==> config.mk <==
export PLATFORM = sky130hd
export DESIGN_NAME = qlsdsc_top
export DESIGN_NICKNAME = d
export VERILOG_FILES = /design/src/hw/qlsdsc_pkg.sv /design/src/hw/qlsdsc_chan.sv /design/src/hw/qlsdsc_top.sv
export SDC_FILE = /design/constraint.sdc
export NUM_CORES = 1
export LEC_CHECK = 0
export BUFFER_PORTS_ARGS = -buffer_cell sky130_fd_sc_hd__buf_4
export CAP_MARGIN = 5
export CORE_MARGIN = 2
export CORE_UTILIZATION = 45
export DETAILED_ROUTE_END_ITERATION = 6
export PLACE_DENSITY_LB_ADDON = 0.2
export SLEW_MARGIN = 20
export SYNTH_ARGS = -nofsm -noshare
export SYNTH_HDL_FRONTEND = slang
export SYNTH_SLANG_ARGS = --single-unit
==> constraint.sdc <==
create_clock -name ref_clk -period 7.8 [get_ports ref_clk]
set_input_delay 0.39 -clock ref_clk [delete_from_list [all_inputs] [get_ports ref_clk]]
set_output_delay 0.39 -clock ref_clk [all_outputs]
set_load 0.02 [all_outputs]
==> src/hw/qlsdsc_pkg.sv <==
// Constants, register map and types shared by the quad low-side driver control block
package qlsdsc_pkg;

   localparam real CLK_MHZ = 100.0;
   localparam int NUM_CH = 4;
   localparam int FRAME_BITS = 8;

   // Fault timing, figures in their own units
   localparam real OC_SENSE_US = 62.5;
   localparam real OC_SHUT_MS = 3.94;
   localparam real OL_SENSE_US = 12.5;
   // Host spacing between frames; kept for the far side, the device needs no timer for it
   localparam real XFER_GAP_US = 1.0;

   // Nominal on-fraction in retry is sense/(sense+shutdown), about 1.56 percent
   localparam int OC_SENSE_CYC = int'($ceil(OC_SENSE_US * CLK_MHZ));
   localparam int OC_SHUT_CYC = int'($floor(OC_SHUT_MS * 1000.0 * CLK_MHZ + 0.001));
   localparam int OL_SENSE_CYC = int'($ceil(OL_SENSE_US * CLK_MHZ));

   // AXI4-Lite register map
   localparam int AXI_AW = 4;
   localparam logic [AXI_AW-1:0] REG_CTRL_OFS = 4'h0;
   localparam logic [AXI_AW-1:0] REG_STATUS_OFS = 4'h4;
   localparam logic [AXI_AW-1:0] REG_CMD_OFS = 4'h8;
   localparam logic [NUM_CH-1:0] CTRL_PAR_EN_RST = 4'hf;
   localparam logic [FRAME_BITS-1:0] CMD_RST = 8'h00;
   localparam int ST_OC_LSB = 0;
   localparam int ST_OL_LSB = 4;
   localparam int ST_DRV_LSB = 8;
   localparam int ST_SUPPLY_BIT = 12;
   localparam int ST_SEL_BIT = 13;
   localparam logic [1:0] RESP_OKAY = 2'h0;
   localparam logic [1:0] RESP_SLVERR = 2'h2;

   typedef enum logic [1:0] {REG_CTRL, REG_STATUS, REG_CMD, REG_NONE} qlsdsc_reg_t;
   typedef enum logic [1:0] {CH_NORMAL, CH_SHUTDOWN, CH_RETRY} qlsdsc_ch_st_t;

endpackage : qlsdsc_pkg

==> src/hw/qlsdsc_chan.sv <==
// One output channel: overcurrent retry timing and open-load qualification
`timescale 1ns/1ps
module qlsdsc_chan
   import qlsdsc_pkg::*;
#(
   parameter int SENSE_CYC = OC_SENSE_CYC,
   parameter int SHUT_CYC = OC_SHUT_CYC,
   parameter int OL_CYC = OL_SENSE_CYC,
   parameter int CW = $clog2(SHUT_CYC + 1)
)
(
   input wire logic ref_clk,
   input wire logic sys_rst,
   input wire logic clk_en,
   input wire logic on_req,
   input wire logic oc_sense,
   input wire logic ol_sense,
   output logic gate_ok,
   output logic oc_flag,
   output logic ol_flag
);

   localparam logic [CW-1:0] SENSE_LAST = CW'(SENSE_CYC - 1);
   localparam logic [CW-1:0] SHUT_LAST = CW'(SHUT_CYC - 1);
   localparam logic [CW-1:0] OL_LAST = CW'(OL_CYC - 1);

   qlsdsc_ch_st_t st_q;
   logic [CW-1:0] cnt_q;
   logic [CW-1:0] ol_cnt_q;

   assign gate_ok = (st_q != CH_SHUTDOWN);

   // Overcurrent is only looked at while the channel is asked to be on
   always_ff @(posedge ref_clk or posedge sys_rst)
   begin
      if (sys_rst)
      begin
         st_q <= CH_NORMAL;
         cnt_q <= '0;
         oc_flag <= 1'b0;
      end
      else if (clk_en)
      begin
         unique case (st_q)
            CH_NORMAL:
               if (on_req && oc_sense)
               begin
                  if (cnt_q == SENSE_LAST)
                  begin
                     st_q <= CH_SHUTDOWN;
                     cnt_q <= '0;
                     oc_flag <= 1'b1;
                  end
                  else
                     cnt_q <= cnt_q + 1'b1;
               end
               else
                  cnt_q <= '0;
            CH_SHUTDOWN:
               if (cnt_q == SHUT_LAST)
               begin
                  st_q <= CH_RETRY;
                  cnt_q <= '0;
               end
               else
                  cnt_q <= cnt_q + 1'b1;
            CH_RETRY:
               // One clean on-sample ends the fault; a persisting one repeats the cycle
               if (!on_req || !oc_sense)
               begin
                  st_q <= CH_NORMAL;
                  cnt_q <= '0;
                  oc_flag <= 1'b0;
               end
               else if (cnt_q == SENSE_LAST)
               begin
                  st_q <= CH_SHUTDOWN;
                  cnt_q <= '0;
               end
               else
                  cnt_q <= cnt_q + 1'b1;
         endcase
      end
   end

   // Open load or short to ground is qualified only while the channel is off
   always_ff @(posedge ref_clk or posedge sys_rst)
   begin
      if (sys_rst)
      begin
         ol_cnt_q <= '0;
         ol_flag <= 1'b0;
      end
      else if (clk_en)
      begin
         if (!on_req && ol_sense)
         begin
            if (ol_cnt_q == OL_LAST)
               ol_flag <= 1'b1;
            else
               ol_cnt_q <= ol_cnt_q + 1'b1;
         end
         else
         begin
            ol_cnt_q <= '0;
            ol_flag <= 1'b0;
         end
      end
   end
endmodule : qlsdsc_chan

==> src/hw/qlsdsc_top.sv <==
// Serial control, diagnosis and supply shutoff of a quad protected low-side driver
`timescale 1ns/1ps
// Notes on behaviour
// - Serial input sampled on rising serial clock.
// - Eight-bit frames, most significant bit first.
// - Outputs hold; new command applies at select rise.
// - Next status bit driven on falling clock.
// - Serial output released while select is high.
// - Fault indicator pulled low on overcurrent or open load.
// - On checks overcurrent; off checks open/ground.
// - Fault flags follow condition, clear themselves.
// - Fault snapshot taken at select fall.
// - Overcurrent puts channel into low-duty retry.
// - Retry keeps channel on about 1.56 percent.
// - Overcurrent must persist sense interval first.
// - Shutdown interval nominally 3.94 ms.
// - Open load qualified over sense interval.
// - Supply fault forces all outputs off.
// - Reset or supply event latches serial command off.
// - Serial bit and parallel input control channel.
module qlsdsc_top
   import qlsdsc_pkg::*;
#(
   parameter int SENSE_CYC = OC_SENSE_CYC,
   parameter int SHUT_CYC = OC_SHUT_CYC,
   parameter int OL_CYC = OL_SENSE_CYC
)
(
   input wire logic ref_clk,
   input wire logic sys_rst,
   input wire logic clk_en,
   input wire logic sclk_pin,
   input wire logic select_low,
   input wire logic serial_in,
   output logic serial_out_o,
   output logic serial_out_oe,
   input wire logic parallel_ctl_0,
   input wire logic parallel_ctl_1,
   input wire logic parallel_ctl_2,
   input wire logic parallel_ctl_3,
   output logic drive_0,
   output logic drive_1,
   output logic drive_2,
   output logic drive_3,
   output logic fault_ind_o,
   output logic fault_ind_oe,
   input wire logic [NUM_CH-1:0] overcurrent_sense,
   input wire logic [NUM_CH-1:0] open_load_sense,
   input wire logic load_supply_uv,
   input wire logic load_supply_ov,
   input wire logic [AXI_AW-1:0] s_axi_awaddr,
   input wire logic s_axi_awvalid,
   output logic s_axi_awready,
   input wire logic [31:0] s_axi_wdata,
   input wire logic [3:0] s_axi_wstrb,
   input wire logic s_axi_wvalid,
   output logic s_axi_wready,
   output logic [1:0] s_axi_bresp,
   output logic s_axi_bvalid,
   input wire logic s_axi_bready,
   input wire logic [AXI_AW-1:0] s_axi_araddr,
   input wire logic s_axi_arvalid,
   output logic s_axi_arready,
   output logic [31:0] s_axi_rdata,
   output logic [1:0] s_axi_rresp,
   output logic s_axi_rvalid,
   input wire logic s_axi_rready
);

   localparam int PIN_W = 3 + 3 * NUM_CH + 2;
   localparam logic [3:0] FRAME_CNT = 4'(FRAME_BITS);
   localparam logic [3:0] CNT_SAT = 4'hf;

   function automatic qlsdsc_reg_t reg_decode(input logic [AXI_AW-1:0] a);
      if (a == REG_CTRL_OFS)
         return REG_CTRL;
      else if (a == REG_STATUS_OFS)
         return REG_STATUS;
      else if (a == REG_CMD_OFS)
         return REG_CMD;
      else
         return REG_NONE;
   endfunction : reg_decode

   logic [PIN_W-1:0] pin_raw;
   logic [PIN_W-1:0] sync1_q;
   logic [PIN_W-1:0] sync2_q;
   logic sclk_s, sel_s, si_s, uv_s, ov_s;
   logic [NUM_CH-1:0] par_s, oc_s, ol_s;
   logic sclk_d_q, sel_d_q;
   logic sclk_rise, sclk_fall, sel_fall, sel_rise, selected;
   logic [FRAME_BITS-1:0] rx_q;
   logic [3:0] bit_cnt_q;
   logic [FRAME_BITS-1:0] so_shift_q;
   logic [FRAME_BITS-1:0] cmd_q;
   logic supply_bad, supply_bad_q;
   logic [NUM_CH-1:0] par_en_q;
   logic [NUM_CH-1:0] on_req, gate_ok, oc_flag, ol_flag, fault_all;
   logic [NUM_CH-1:0] drive_q;
   logic [AXI_AW-1:0] awaddr_q;
   logic [31:0] wdata_q;
   logic [3:0] wstrb_q;
   logic aw_got_q, w_got_q, wr_fire;
   qlsdsc_reg_t wr_reg;

   assign pin_raw = {load_supply_ov, load_supply_uv, open_load_sense, overcurrent_sense,
                     parallel_ctl_3, parallel_ctl_2, parallel_ctl_1, parallel_ctl_0,
                     serial_in, select_low, sclk_pin};

   // Two flops per pin; select starts at its idle high so reset fakes no frame start
   always_ff @(posedge ref_clk or posedge sys_rst)
   begin
      if (sys_rst)
      begin
         sync1_q <= {{(PIN_W - 2){1'b0}}, 2'h2};
         sync2_q <= {{(PIN_W - 2){1'b0}}, 2'h2};
      end
      else if (clk_en)
      begin
         sync1_q <= pin_raw;
         sync2_q <= sync1_q;
      end
   end

   assign {ov_s, uv_s, ol_s, oc_s, par_s, si_s, sel_s, sclk_s} = sync2_q;

   // Select idles high, so its delayed copy resets high to avoid a false frame start
   always_ff @(posedge ref_clk or posedge sys_rst)
   begin
      if (sys_rst)
      begin
         sclk_d_q <= 1'b0;
         sel_d_q <= 1'b1;
      end
      else if (clk_en)
      begin
         sclk_d_q <= sclk_s;
         sel_d_q <= sel_s;
      end
   end

   assign sclk_rise = sclk_s & ~sclk_d_q;
   assign sclk_fall = ~sclk_s & sclk_d_q;
   assign sel_fall = ~sel_s & sel_d_q;
   assign sel_rise = sel_s & ~sel_d_q;
   assign selected = ~sel_s & ~sel_d_q;

   // Receive shifter; a frame of any length other than eight is discarded
   always_ff @(posedge ref_clk or posedge sys_rst)
   begin
      if (sys_rst)
      begin
         rx_q <= '0;
         bit_cnt_q <= '0;
      end
      else if (clk_en)
      begin
         if (sel_fall)
            bit_cnt_q <= '0;
         else if (selected && sclk_rise)
         begin
            rx_q <= {rx_q[FRAME_BITS-2:0], si_s};
            if (bit_cnt_q != CNT_SAT)
               bit_cnt_q <= bit_cnt_q + 1'b1;
         end
      end
   end

   // Transmit shifter and its enable
   always_ff @(posedge ref_clk or posedge sys_rst)
   begin
      if (sys_rst)
      begin
         so_shift_q <= '0;
         serial_out_oe <= 1'b0;
      end
      else if (clk_en)
      begin
         if (sel_fall)
         begin
            so_shift_q <= {{(FRAME_BITS - NUM_CH){1'b0}}, fault_all};
            serial_out_oe <= 1'b1;
         end
         else if (sel_rise)
            serial_out_oe <= 1'b0;
         else if (selected && sclk_fall)
            so_shift_q <= {so_shift_q[FRAME_BITS-2:0], 1'b0};
      end
   end

   assign serial_out_o = so_shift_q[FRAME_BITS-1];

   assign supply_bad = uv_s | ov_s;

   always_ff @(posedge ref_clk or posedge sys_rst)
   begin
      if (sys_rst)
         supply_bad_q <= 1'b0;
      else if (clk_en)
         supply_bad_q <= supply_bad;
   end

   // Command stays put while shifting; a supply event wipes it so only a new full frame or an enabled parallel input can turn outputs on
   always_ff @(posedge ref_clk or posedge sys_rst)
   begin
      if (sys_rst)
         cmd_q <= CMD_RST;
      else if (clk_en)
      begin
         if (supply_bad && !supply_bad_q)
            cmd_q <= CMD_RST;
         else if (sel_rise && bit_cnt_q == FRAME_CNT)
            cmd_q <= rx_q;
      end
   end

   assign on_req = cmd_q[NUM_CH-1:0] | (par_s & par_en_q);
   assign fault_all = oc_flag | ol_flag;

   genvar gi;
   generate
      for (gi = 0; gi < NUM_CH; gi++)
      begin : g_ch
         qlsdsc_chan #(
            .SENSE_CYC(SENSE_CYC),
            .SHUT_CYC(SHUT_CYC),
            .OL_CYC(OL_CYC)
         ) u_chan (
            .ref_clk(ref_clk),
            .sys_rst(sys_rst),
            .clk_en(clk_en),
            .on_req(on_req[gi]),
            .oc_sense(oc_s[gi]),
            .ol_sense(ol_s[gi]),
            .gate_ok(gate_ok[gi]),
            .oc_flag(oc_flag[gi]),
            .ol_flag(ol_flag[gi])
         );
      end
   endgenerate

   always_ff @(posedge ref_clk or posedge sys_rst)
   begin
      if (sys_rst)
      begin
         drive_q <= '0;
         fault_ind_oe <= 1'b0;
      end
      else if (clk_en)
      begin
         drive_q <= on_req & gate_ok & {NUM_CH{~supply_bad}};
         fault_ind_oe <= |fault_all;
      end
   end

   assign {drive_3, drive_2, drive_1, drive_0} = drive_q;
   // Open drain: the pin is only ever pulled low
   assign fault_ind_o = 1'b0;

   // AXI4-Lite write: address and data taken in either order, one write at a time
   assign wr_fire = aw_got_q & w_got_q & ~s_axi_bvalid;
   assign wr_reg = reg_decode(awaddr_q);

   always_ff @(posedge ref_clk or posedge sys_rst)
   begin
      if (sys_rst)
      begin
         aw_got_q <= 1'b0;
         w_got_q <= 1'b0;
         awaddr_q <= '0;
         wdata_q <= '0;
         wstrb_q <= '0;
         s_axi_awready <= 1'b1;
         s_axi_wready <= 1'b1;
         s_axi_bvalid <= 1'b0;
         s_axi_bresp <= RESP_OKAY;
      end
      else if (clk_en)
      begin
         if (s_axi_awvalid && s_axi_awready)
         begin
            aw_got_q <= 1'b1;
            awaddr_q <= s_axi_awaddr;
            s_axi_awready <= 1'b0;
         end
         if (s_axi_wvalid && s_axi_wready)
         begin
            w_got_q <= 1'b1;
            wdata_q <= s_axi_wdata;
            wstrb_q <= s_axi_wstrb;
            s_axi_wready <= 1'b0;
         end
         if (wr_fire)
         begin
            s_axi_bvalid <= 1'b1;
            s_axi_bresp <= (wr_reg == REG_NONE) ? RESP_SLVERR : RESP_OKAY;
         end
         else if (s_axi_bvalid && s_axi_bready)
         begin
            s_axi_bvalid <= 1'b0;
            aw_got_q <= 1'b0;
            w_got_q <= 1'b0;
            s_axi_awready <= 1'b1;
            s_axi_wready <= 1'b1;
         end
      end
   end

   // Parallel-input enable mask; status and command words are read only
   always_ff @(posedge ref_clk or posedge sys_rst)
   begin
      if (sys_rst)
         par_en_q <= CTRL_PAR_EN_RST;
      else if (clk_en && wr_fire && wr_reg == REG_CTRL && wstrb_q[0])
         par_en_q <= wdata_q[NUM_CH-1:0];
   end

   always_ff @(posedge ref_clk or posedge sys_rst)
   begin
      if (sys_rst)
      begin
         s_axi_arready <= 1'b1;
         s_axi_rvalid <= 1'b0;
         s_axi_rdata <= '0;
         s_axi_rresp <= RESP_OKAY;
      end
      else if (clk_en)
      begin
         if (s_axi_arvalid && s_axi_arready)
         begin
            s_axi_arready <= 1'b0;
            s_axi_rvalid <= 1'b1;
            s_axi_rdata <= '0;
            s_axi_rresp <= RESP_OKAY;
            unique case (reg_decode(s_axi_araddr))
               REG_CTRL:
                  s_axi_rdata[NUM_CH-1:0] <= par_en_q;
               REG_STATUS:
               begin
                  s_axi_rdata[ST_OC_LSB +: NUM_CH] <= oc_flag;
                  s_axi_rdata[ST_OL_LSB +: NUM_CH] <= ol_flag;
                  s_axi_rdata[ST_DRV_LSB +: NUM_CH] <= drive_q;
                  s_axi_rdata[ST_SUPPLY_BIT] <= supply_bad;
                  s_axi_rdata[ST_SEL_BIT] <= selected;
               end
               REG_CMD:
                  s_axi_rdata[FRAME_BITS-1:0] <= cmd_q;
               REG_NONE:
                  s_axi_rresp <= RESP_SLVERR;
            endcase
         end
         else if (s_axi_rvalid && s_axi_rready)
         begin
            s_axi_rvalid <= 1'b0;
            s_axi_arready <= 1'b1;
         end
      end
   end
endmodule : qlsdsc_top

==> qor.yml, run 1 <==
synth-edff-count: 0
grt_usage_pct: 18.4
r2r_cells: 5
dr_total_vias: 10610
synth_compound_area_share_pct: 12.0
die_x_um: 181
coreArea_mm2: 0.0307
path_class: "in2reg"
status: "finished clean"
crit_family: "buffers and inverters"
cts_root_buf: "clkbuf_16"
synth_top_family_by_area: "simple AND/OR/NAND/NOR gates"
ys_types: 79
grt_pass1_vias: 10273
cts_buffers: 31
required_ns: 8.20
yosys.area.top_type_share_pct: 47.2
io_buffers: 65
crit_slowest_cell: "nor3_1"
antenna_found_initial: 0
tns_ns: 0
end_kind: "register"
critPathArrivalTime_ns: 3.02
cts_tree: "yes"
whs_path_depth: 4
hold_viol_final: 0
cts_sinks: 275
chipHeight_um: 181
cp_num_cells: 8
maxCapViolCount: 0
rsz0062_at_grt: "false"
drt-initial-drc-count: 611
gp_congestion: 0.818
ys_async_sr_fraction_pct: 100
worst_setup_path_start_kind: "input pin"
peakVddDrop_uv: 152
area_growth_pct: 12.9
syn_inst: 1436
pwr_density_cell_mw_per_mm2: 225
worstSkewPairLatency_ns: 0.56
ys_ff_latch: 275
initial_core_util_pct: 45.8
tightest_slew_ns: 1.02
whs_endpoint: "s_axi_awready"
fin_crit_sh_pct: 33.6
clockBufferDepth: 3
r2r-start: "g_ch[1].u_chan.cnt_q[8]"
dp_hpwl_um: 19700
wl_um: 29700
syn_area_per_cell_um2: 9.78
r2r_slack_ns: 5.25
whs_ns: 0.0573
ant_nets: 0
yosys_warnings: 0
slew_headroom_pct: 31.8
syn-cell-area_mm2: 0.0140
hold_start: "s_axi_awvalid"
yosys.area_share.xor_xnor_pct: 5.61
wire_per_inst_um: 15.5
path_cells: "buf_4 -> buf_4 -> inv_2 -> buf_4 -> nor3_1 -> and3_1 -> xnor2_1 -> nor2_1"
clock_skew_ns: 0.0214
critical_path_buf_inv_count: 4
final_nets: 1596
grt_max_degree: 154
timing.final.max_slew_violations: 0
cts.htree.levels: 1
grt_pass1_wl_um: 51000
yosys.area_share.simple_pct: 20.9
hold_path.class: "in2reg"
muxShareOfSynthArea_pct: 4.93
io_pins: 118
first_pass_iters: 5
finalSetupViolCount: 0
p_leak_nw: 6.81
period_minus_slack_ns: 2.62
drive_gt1_share_pct: 14.3
clock.fmax_mhz: 382
die_area_mm2: 0.0327
grt_overflow: 0
clk_pin_slew_worst_paths_ns: 0.06
synthAdderAreaFrac_pct: 3.38
synth_top_area_cell: "dfrtp_1"
ys_seq_area_share_pct: 49.1
drc_errors: 0
diodes: 0
cp_max_fo: 63
cpMostUsedCell: "buf_4"
worst_path_largest_cell_delay_ns: 0.64
synthTopCellsByArea: "dfrtp_1 (47%), mux2_2 (4.6%), nand2_1 (4.3%)"
rr_endpoint: "g_ch[1].u_chan.cnt_q[3]"
viasPerCell: 5.55
ys.flop_type: "dfrtp_1"
rows: 64
## tightest hold or removal path: stages
cell and delay [ns]:
buf_4 0.08, nand2_1 0.04, nand2_1 0.05, nand2_1 0.05
## Yosys cell counts, types with 17 or more instances
master	number
ha_1	38
mux2_2	58
nor4_1	24
xnor2_1	35
nand4_1	46
clkbuf_1	41
buf_4	24
nand2_1	162
o31ai_1	17
inv_1	47
nor3_1	32
o21ai_0	105
nand2b_1	18
dfrtp_1	265
a21oi_1	57
and3_1	33
xor2_1	55
nor2_1	129
nand3_1	61
## layout make-up
type,instances,area (µm²)
Fill cell,2841,14800
Sequential cell,275,6890
Multi-Input combinational cell,1059,6670
Clock buffer,44,875
Timing Repair Buffer,74,571
Tap cell,396,495
Inverter,48,184
Clock inverter,14,176
## cell usage in the layout, fill, tap and decap left out, types with 33 or more instances in the layout
cell,n
ha_1,38
nor2_1,129
xor2_1,55
mux2_2,58
buf_4,72
inv_1,45
nand2_1,162
xnor2_1,35
a21oi_1,57
o21ai_0,105
nand4_1,46
nand3_1,61
dfrtp_1,265
and3_1,33
## worst max-delay path by stage
stage                 start                     endpoint
floorplan           sys_rst                     aw_got_q
global placement     clk_en  g_ch[0].u_chan.ol_cnt_q[12]
detailed placement   clk_en      g_ch[3].u_chan.cnt_q[2]
CTS                  clk_en  g_ch[0].u_chan.ol_cnt_q[12]
global route         clk_en  g_ch[0].u_chan.ol_cnt_q[12]
finish               clk_en  g_ch[0].u_chan.ol_cnt_q[12]
## metal layers
layer	vias to the layer above	wire [µm]	track usage (%)
li1	5189	-	-
met1	5199	14000	26.1
met2	177	14000	29.7
met3	45	1190	2.94
met4	0	543	4.00
met5	-	0	0
## flip-flops by register name (all words and copies together), names as in the netlist, 4 cells and up
register              count
g_ch.u_chan.ol_flag       4
cmd_q                     8
s_axi_rdata              14
bit_cnt_q                 4
drive_q                   4
sync2_q                  17
g_ch.u_chan.oc_flag       4
g_ch.u_chan.st_q          8
so_shift_q                8
wdata_q                   4
rx_q                      8
awaddr_q                  4
g_ch.u_chan.ol_cnt_q     76
g_ch.u_chan.cnt_q        76
sync1_q                  17
par_en_q                  4
## logic make-up (layout without fill, tap and decap cells)
family | count (synthesis) | in the layout
other cells | 1 | 21
fa+ha+maj | 38 | 38
flops | 275 | 275
compound gates | 267 | 267
mux | 62 | 62
simple gates | 581 | 581
buf+inv | 122 | 180
xor+xnor | 90 | 90
## metrics by stage
| step | instances | instance area [µm²] | worst slack [ns] | util (%) | total power (W) |
|---|---|---|---|---|---|
| 3_3_place_gp | 1851 | 14800 | 4.64 | 48.3 | 0.00210 |
| 2_1_floorplan | 1456 | 14100 | 3.78 | - | 0.00198 |
| 3_5_place_dp | 1851 | 14800 | 4.61 | 48.3 | 0.00211 |
| 6_report | 1910 | 15900 | 5.18 | 51.7 | 0.00358 |
| 5_1_grt | 1910 | 15900 | 4.95 | 51.7 | 0.00376 |
| 4_1_cts | 1910 | 15900 | 5.19 | 51.7 | 0.00363 |
## report_power, final
group / internal, W / switching [W] / leakage, nW
combinational: 0.000166 / 0.000288 / 2.60
sequential: 0.00153 / 0.0000973 / 3.70
clock: 0.000910 / 0.000584 / 0.520
## repair_timing
action / in CTS / in global routing
gates resized for setup: 0 / 0
hold buffers: 1 / 0
hold endpoints to repair: 1 / 0
setup buffers: 0 / 0
Note: power is estimated with default switching activity, not from simulation.
==> inputs of run 2 (changes only) <==
Clock period 7.8 ns to 2.1 ns, I/O delays scaled along.
==> run 2 against run 1 <==
Compared with the run above:
- worst setup slack lost 5.2 ns
- the flow now finishes with violations (setup timing)
- highest routed layer unchanged
- cell area grew 9.2%
- die area is the same
==> qor.yml, run 2 (synthesis results as in run 1) <==
slew_headroom_pct: 58.4  # +27 points
fin_cells: 2045  # +7.1%
cts_buffers: 31  # unchanged
cts_tree: "yes"
drive_gt1_share_pct: 20.2  # +5.9 points
clk_pin_slew_worst_paths_ns: 0.06  # about the same
fillers: 2661  # -6.3%
status: "finished, violations left"
area_growth_pct: 23.3
p_leak_nw: 7.59  # +11%
io_pins: 118  # unchanged
worstSkewPairLatency_ns: 0.56  # about the same
dr_total_vias: 11184  # +5.4%
cts_sinks: 275  # unchanged
grt_usage_pct: 19.5  # +1.2 points
violations: "setup timing"
diodes: 0  # unchanged
intPower_w: 0.0106  # +310%
power_frac_comb_pct: 15.4  # +2.7 points
clock.fmax_mhz: 472
dp_hpwl_um: 22000  # +12%
finalSetupViolCount: 7  # +7
peakVddDrop_uv: 637  # +320%
io_buffers: 65  # unchanged
hold_path.class: "in2async"
worst_slack_ns: -0.0180  # -5.20 ns
pwr-share-clk_pct: 42.4  # +0.6 points
tns_ns: -0.0645  # -0.0645 ns
worst_setup_path_start_kind: "register"
grt_pass1_vias: 11069  # +7.7%
gp_congestion: 0.813  # -0.68%
maxCapViolCount: 0  # unchanged
chipHeight_um: 181  # unchanged
cts_root_buf: "clkbuf_16"
p_switching_w: 0.00375  # +290%
placed_area_mm2: 0.0156  # +5.3%
pwr_density_cell_mw_per_mm2: 827  # +270%
worst_path_largest_cell_delay_ns: 0.54  # -0.10 ns
finalInstanceArea_mm2: 0.0173  # +9.2%
coreArea_mm2: 0.0307  # unchanged
tightest_slew_ns: 0.617  # -0.406 ns
ant_nets: 0  # unchanged
final_common_cell: "dfrtp_1"
grt_pass1_wl_um: 54200  # +6.3%
critPathArrivalTime_ns: 2.57  # -0.45 ns
path_cells: "or4_4 -> nor4_4 -> buf_4 -> a21oi_2 -> a211oi_4 -> buf_6 -> clkbuf_16 -> nor2_1"
grt_overflow: 0  # unchanged
drt-initial-drc-count: 650  # +6.4%
die_area_mm2: 0.0327  # unchanged
dp.cells: 1942  # +4.9%
antenna_found_initial: 0  # unchanged
initial_core_util_pct: 45.8  # unchanged
end_kind: "register"
viasPerCell: 5.47  # -1.5%
timing.final.max_slew_violations: 0  # unchanged
required_ns: 2.55  # -5.65 ns
seqPwrFrac_pct: 42.2  # -3.4 points
largestRegisters: "g_ch.u_chan.cnt_q (76), g_ch.u_chan.ol_cnt_q (76)"
critical_path_buf_inv_count: 3  # -1
clock_skew_ns: 0.0185  # -0.00291 ns
path_class: "reg2reg"
switching_share_pct: 26.2  # -0.90 points
cts.htree.levels: 1  # unchanged
first_pass_iters: 5  # unchanged
cp_max_fo: 8  # -87%
crit_family: "simple AND/OR/NAND/NOR gates"
drc_errors: 0  # unchanged
rows: 64  # unchanged
wire_per_inst_um: 15.6  # +0.71%
grt_max_degree: 84  # -45%
fin_crit_sh_pct: 101
clockBufferDepth: 3  # unchanged
r2r_slack_ns: -0.02  # -5.27 ns
mostFrequentLayoutCells: "dfrtp_1 (265), nand2_1 (162), buf_4 (160), nor2_1 (125), o21ai_0 (104)"
rsz0062_at_grt: "true"
fin_util_pct: 56.5  # +4.8 points
wl_um: 32000  # +7.8%
period_minus_slack_ns: 2.12
hold_viol_final: 0  # unchanged
crit_slowest_cell: "or4_4"
final_nets: 1731  # +8.5%
die_x_um: 181  # unchanged
-- run 2: cell types whose count changed in the layout (fill, tap and decap cells not counted), moves of 3 or more --
cell and delta:
nor2_1 -4, a21oi_2 +3, clkinv_2 -5, nor2_4 +4, bufinv_16 +4, a21oi_1 -3
buf_12 +9, dlygate4sd3_1 +35, buf_4 +88
-- run 2: path summary, 6_finish.rpt --
kind,startpoint,endpoint,cells after the start
max,g_ch[2].u_chan.cnt_q[15],g_ch[2].u_chan.cnt_q[8],8
min,sys_rst,g_ch[1].u_chan.ol_cnt_q[5],3
max reg2reg,g_ch[2].u_chan.cnt_q[15],g_ch[2].u_chan.cnt_q[8],8
min reg2reg,so_shift_q[0],so_shift_q[0],2
max in group asynchronous,sys_rst,g_ch[0].u_chan.cnt_q[6],5
min in group ref_clk,s_axi_araddr[2],s_axi_rresp[1],5
-- run 2: what timing repair did --
item | 4_1_cts | 5_1_grt
buffers inserted | 0 | 7
hold buffers | 36 | 0
resized for setup | 0 | 26
hold endpoints to repair | 160 | 0
endpoints found under the setup margin | 0 | 54
-- run 2: power groups by stage --
stage | sequential, W | combinational (W) | clock, W
6_report | 0.00604 | 0.00221 | 0.00607
5_1_grt | 0.00610 | 0.00248 | 0.00645
4_1_cts | 0.00603 | 0.00212 | 0.00621
3_5_place_dp | 0.00612 | 0.00206 | 0
3_3_place_gp | 0.00611 | 0.00201 | 0
2_1_floorplan | 0.00607 | 0.00128 | 0
-- run 2: through the flow --
step / total power (W) / hold slack [ns] / setup slack (ns)
2_1_floorplan: 0.00735 / 0.178 / -1.63
3_3_place_gp: 0.00811 / 0.123 / 0.0732
3_5_place_dp: 0.00817 / 0.123 / 0.0162
4_1_cts: 0.0144 / 0.0746 / 0.00356
5_1_grt: 0.0150 / 0.105 / -0.0699
6_report: 0.0143 / 0.0973 / -0.0180
-- run 2: routing by layer --
metal	GRT usage, %	wire, µm	part of all wire (%)
met1	27.2	15200	47
met2	33.1	15300	48
met3	2.50	1030	3.2
met4	3.68	522	1.6
met5	0	0	0
-- run 2: area by class of cell --
cell class              instances  area [µm²]  area share [%]
inverters                      48         184            1.06
flip-flops and latches        275        6890            39.8
repair buffers                209        1820            10.5
clock buffers                  46         892            5.15
multi-input cells            1059        6770            39.1
well taps                     396         495            2.86
clock inverters                12         264            1.52
-- run 2: worst reg2reg max path: stages (launching register included) --
cell and delay (ns):
dfrtp_1 0.38, or4_4 0.55, nor4_4 0.27, buf_4 0.19
a21oi_2 0.07, a211oi_4 0.16, buf_6 0.16, clkbuf_16 0.17
nor2_1 0.05
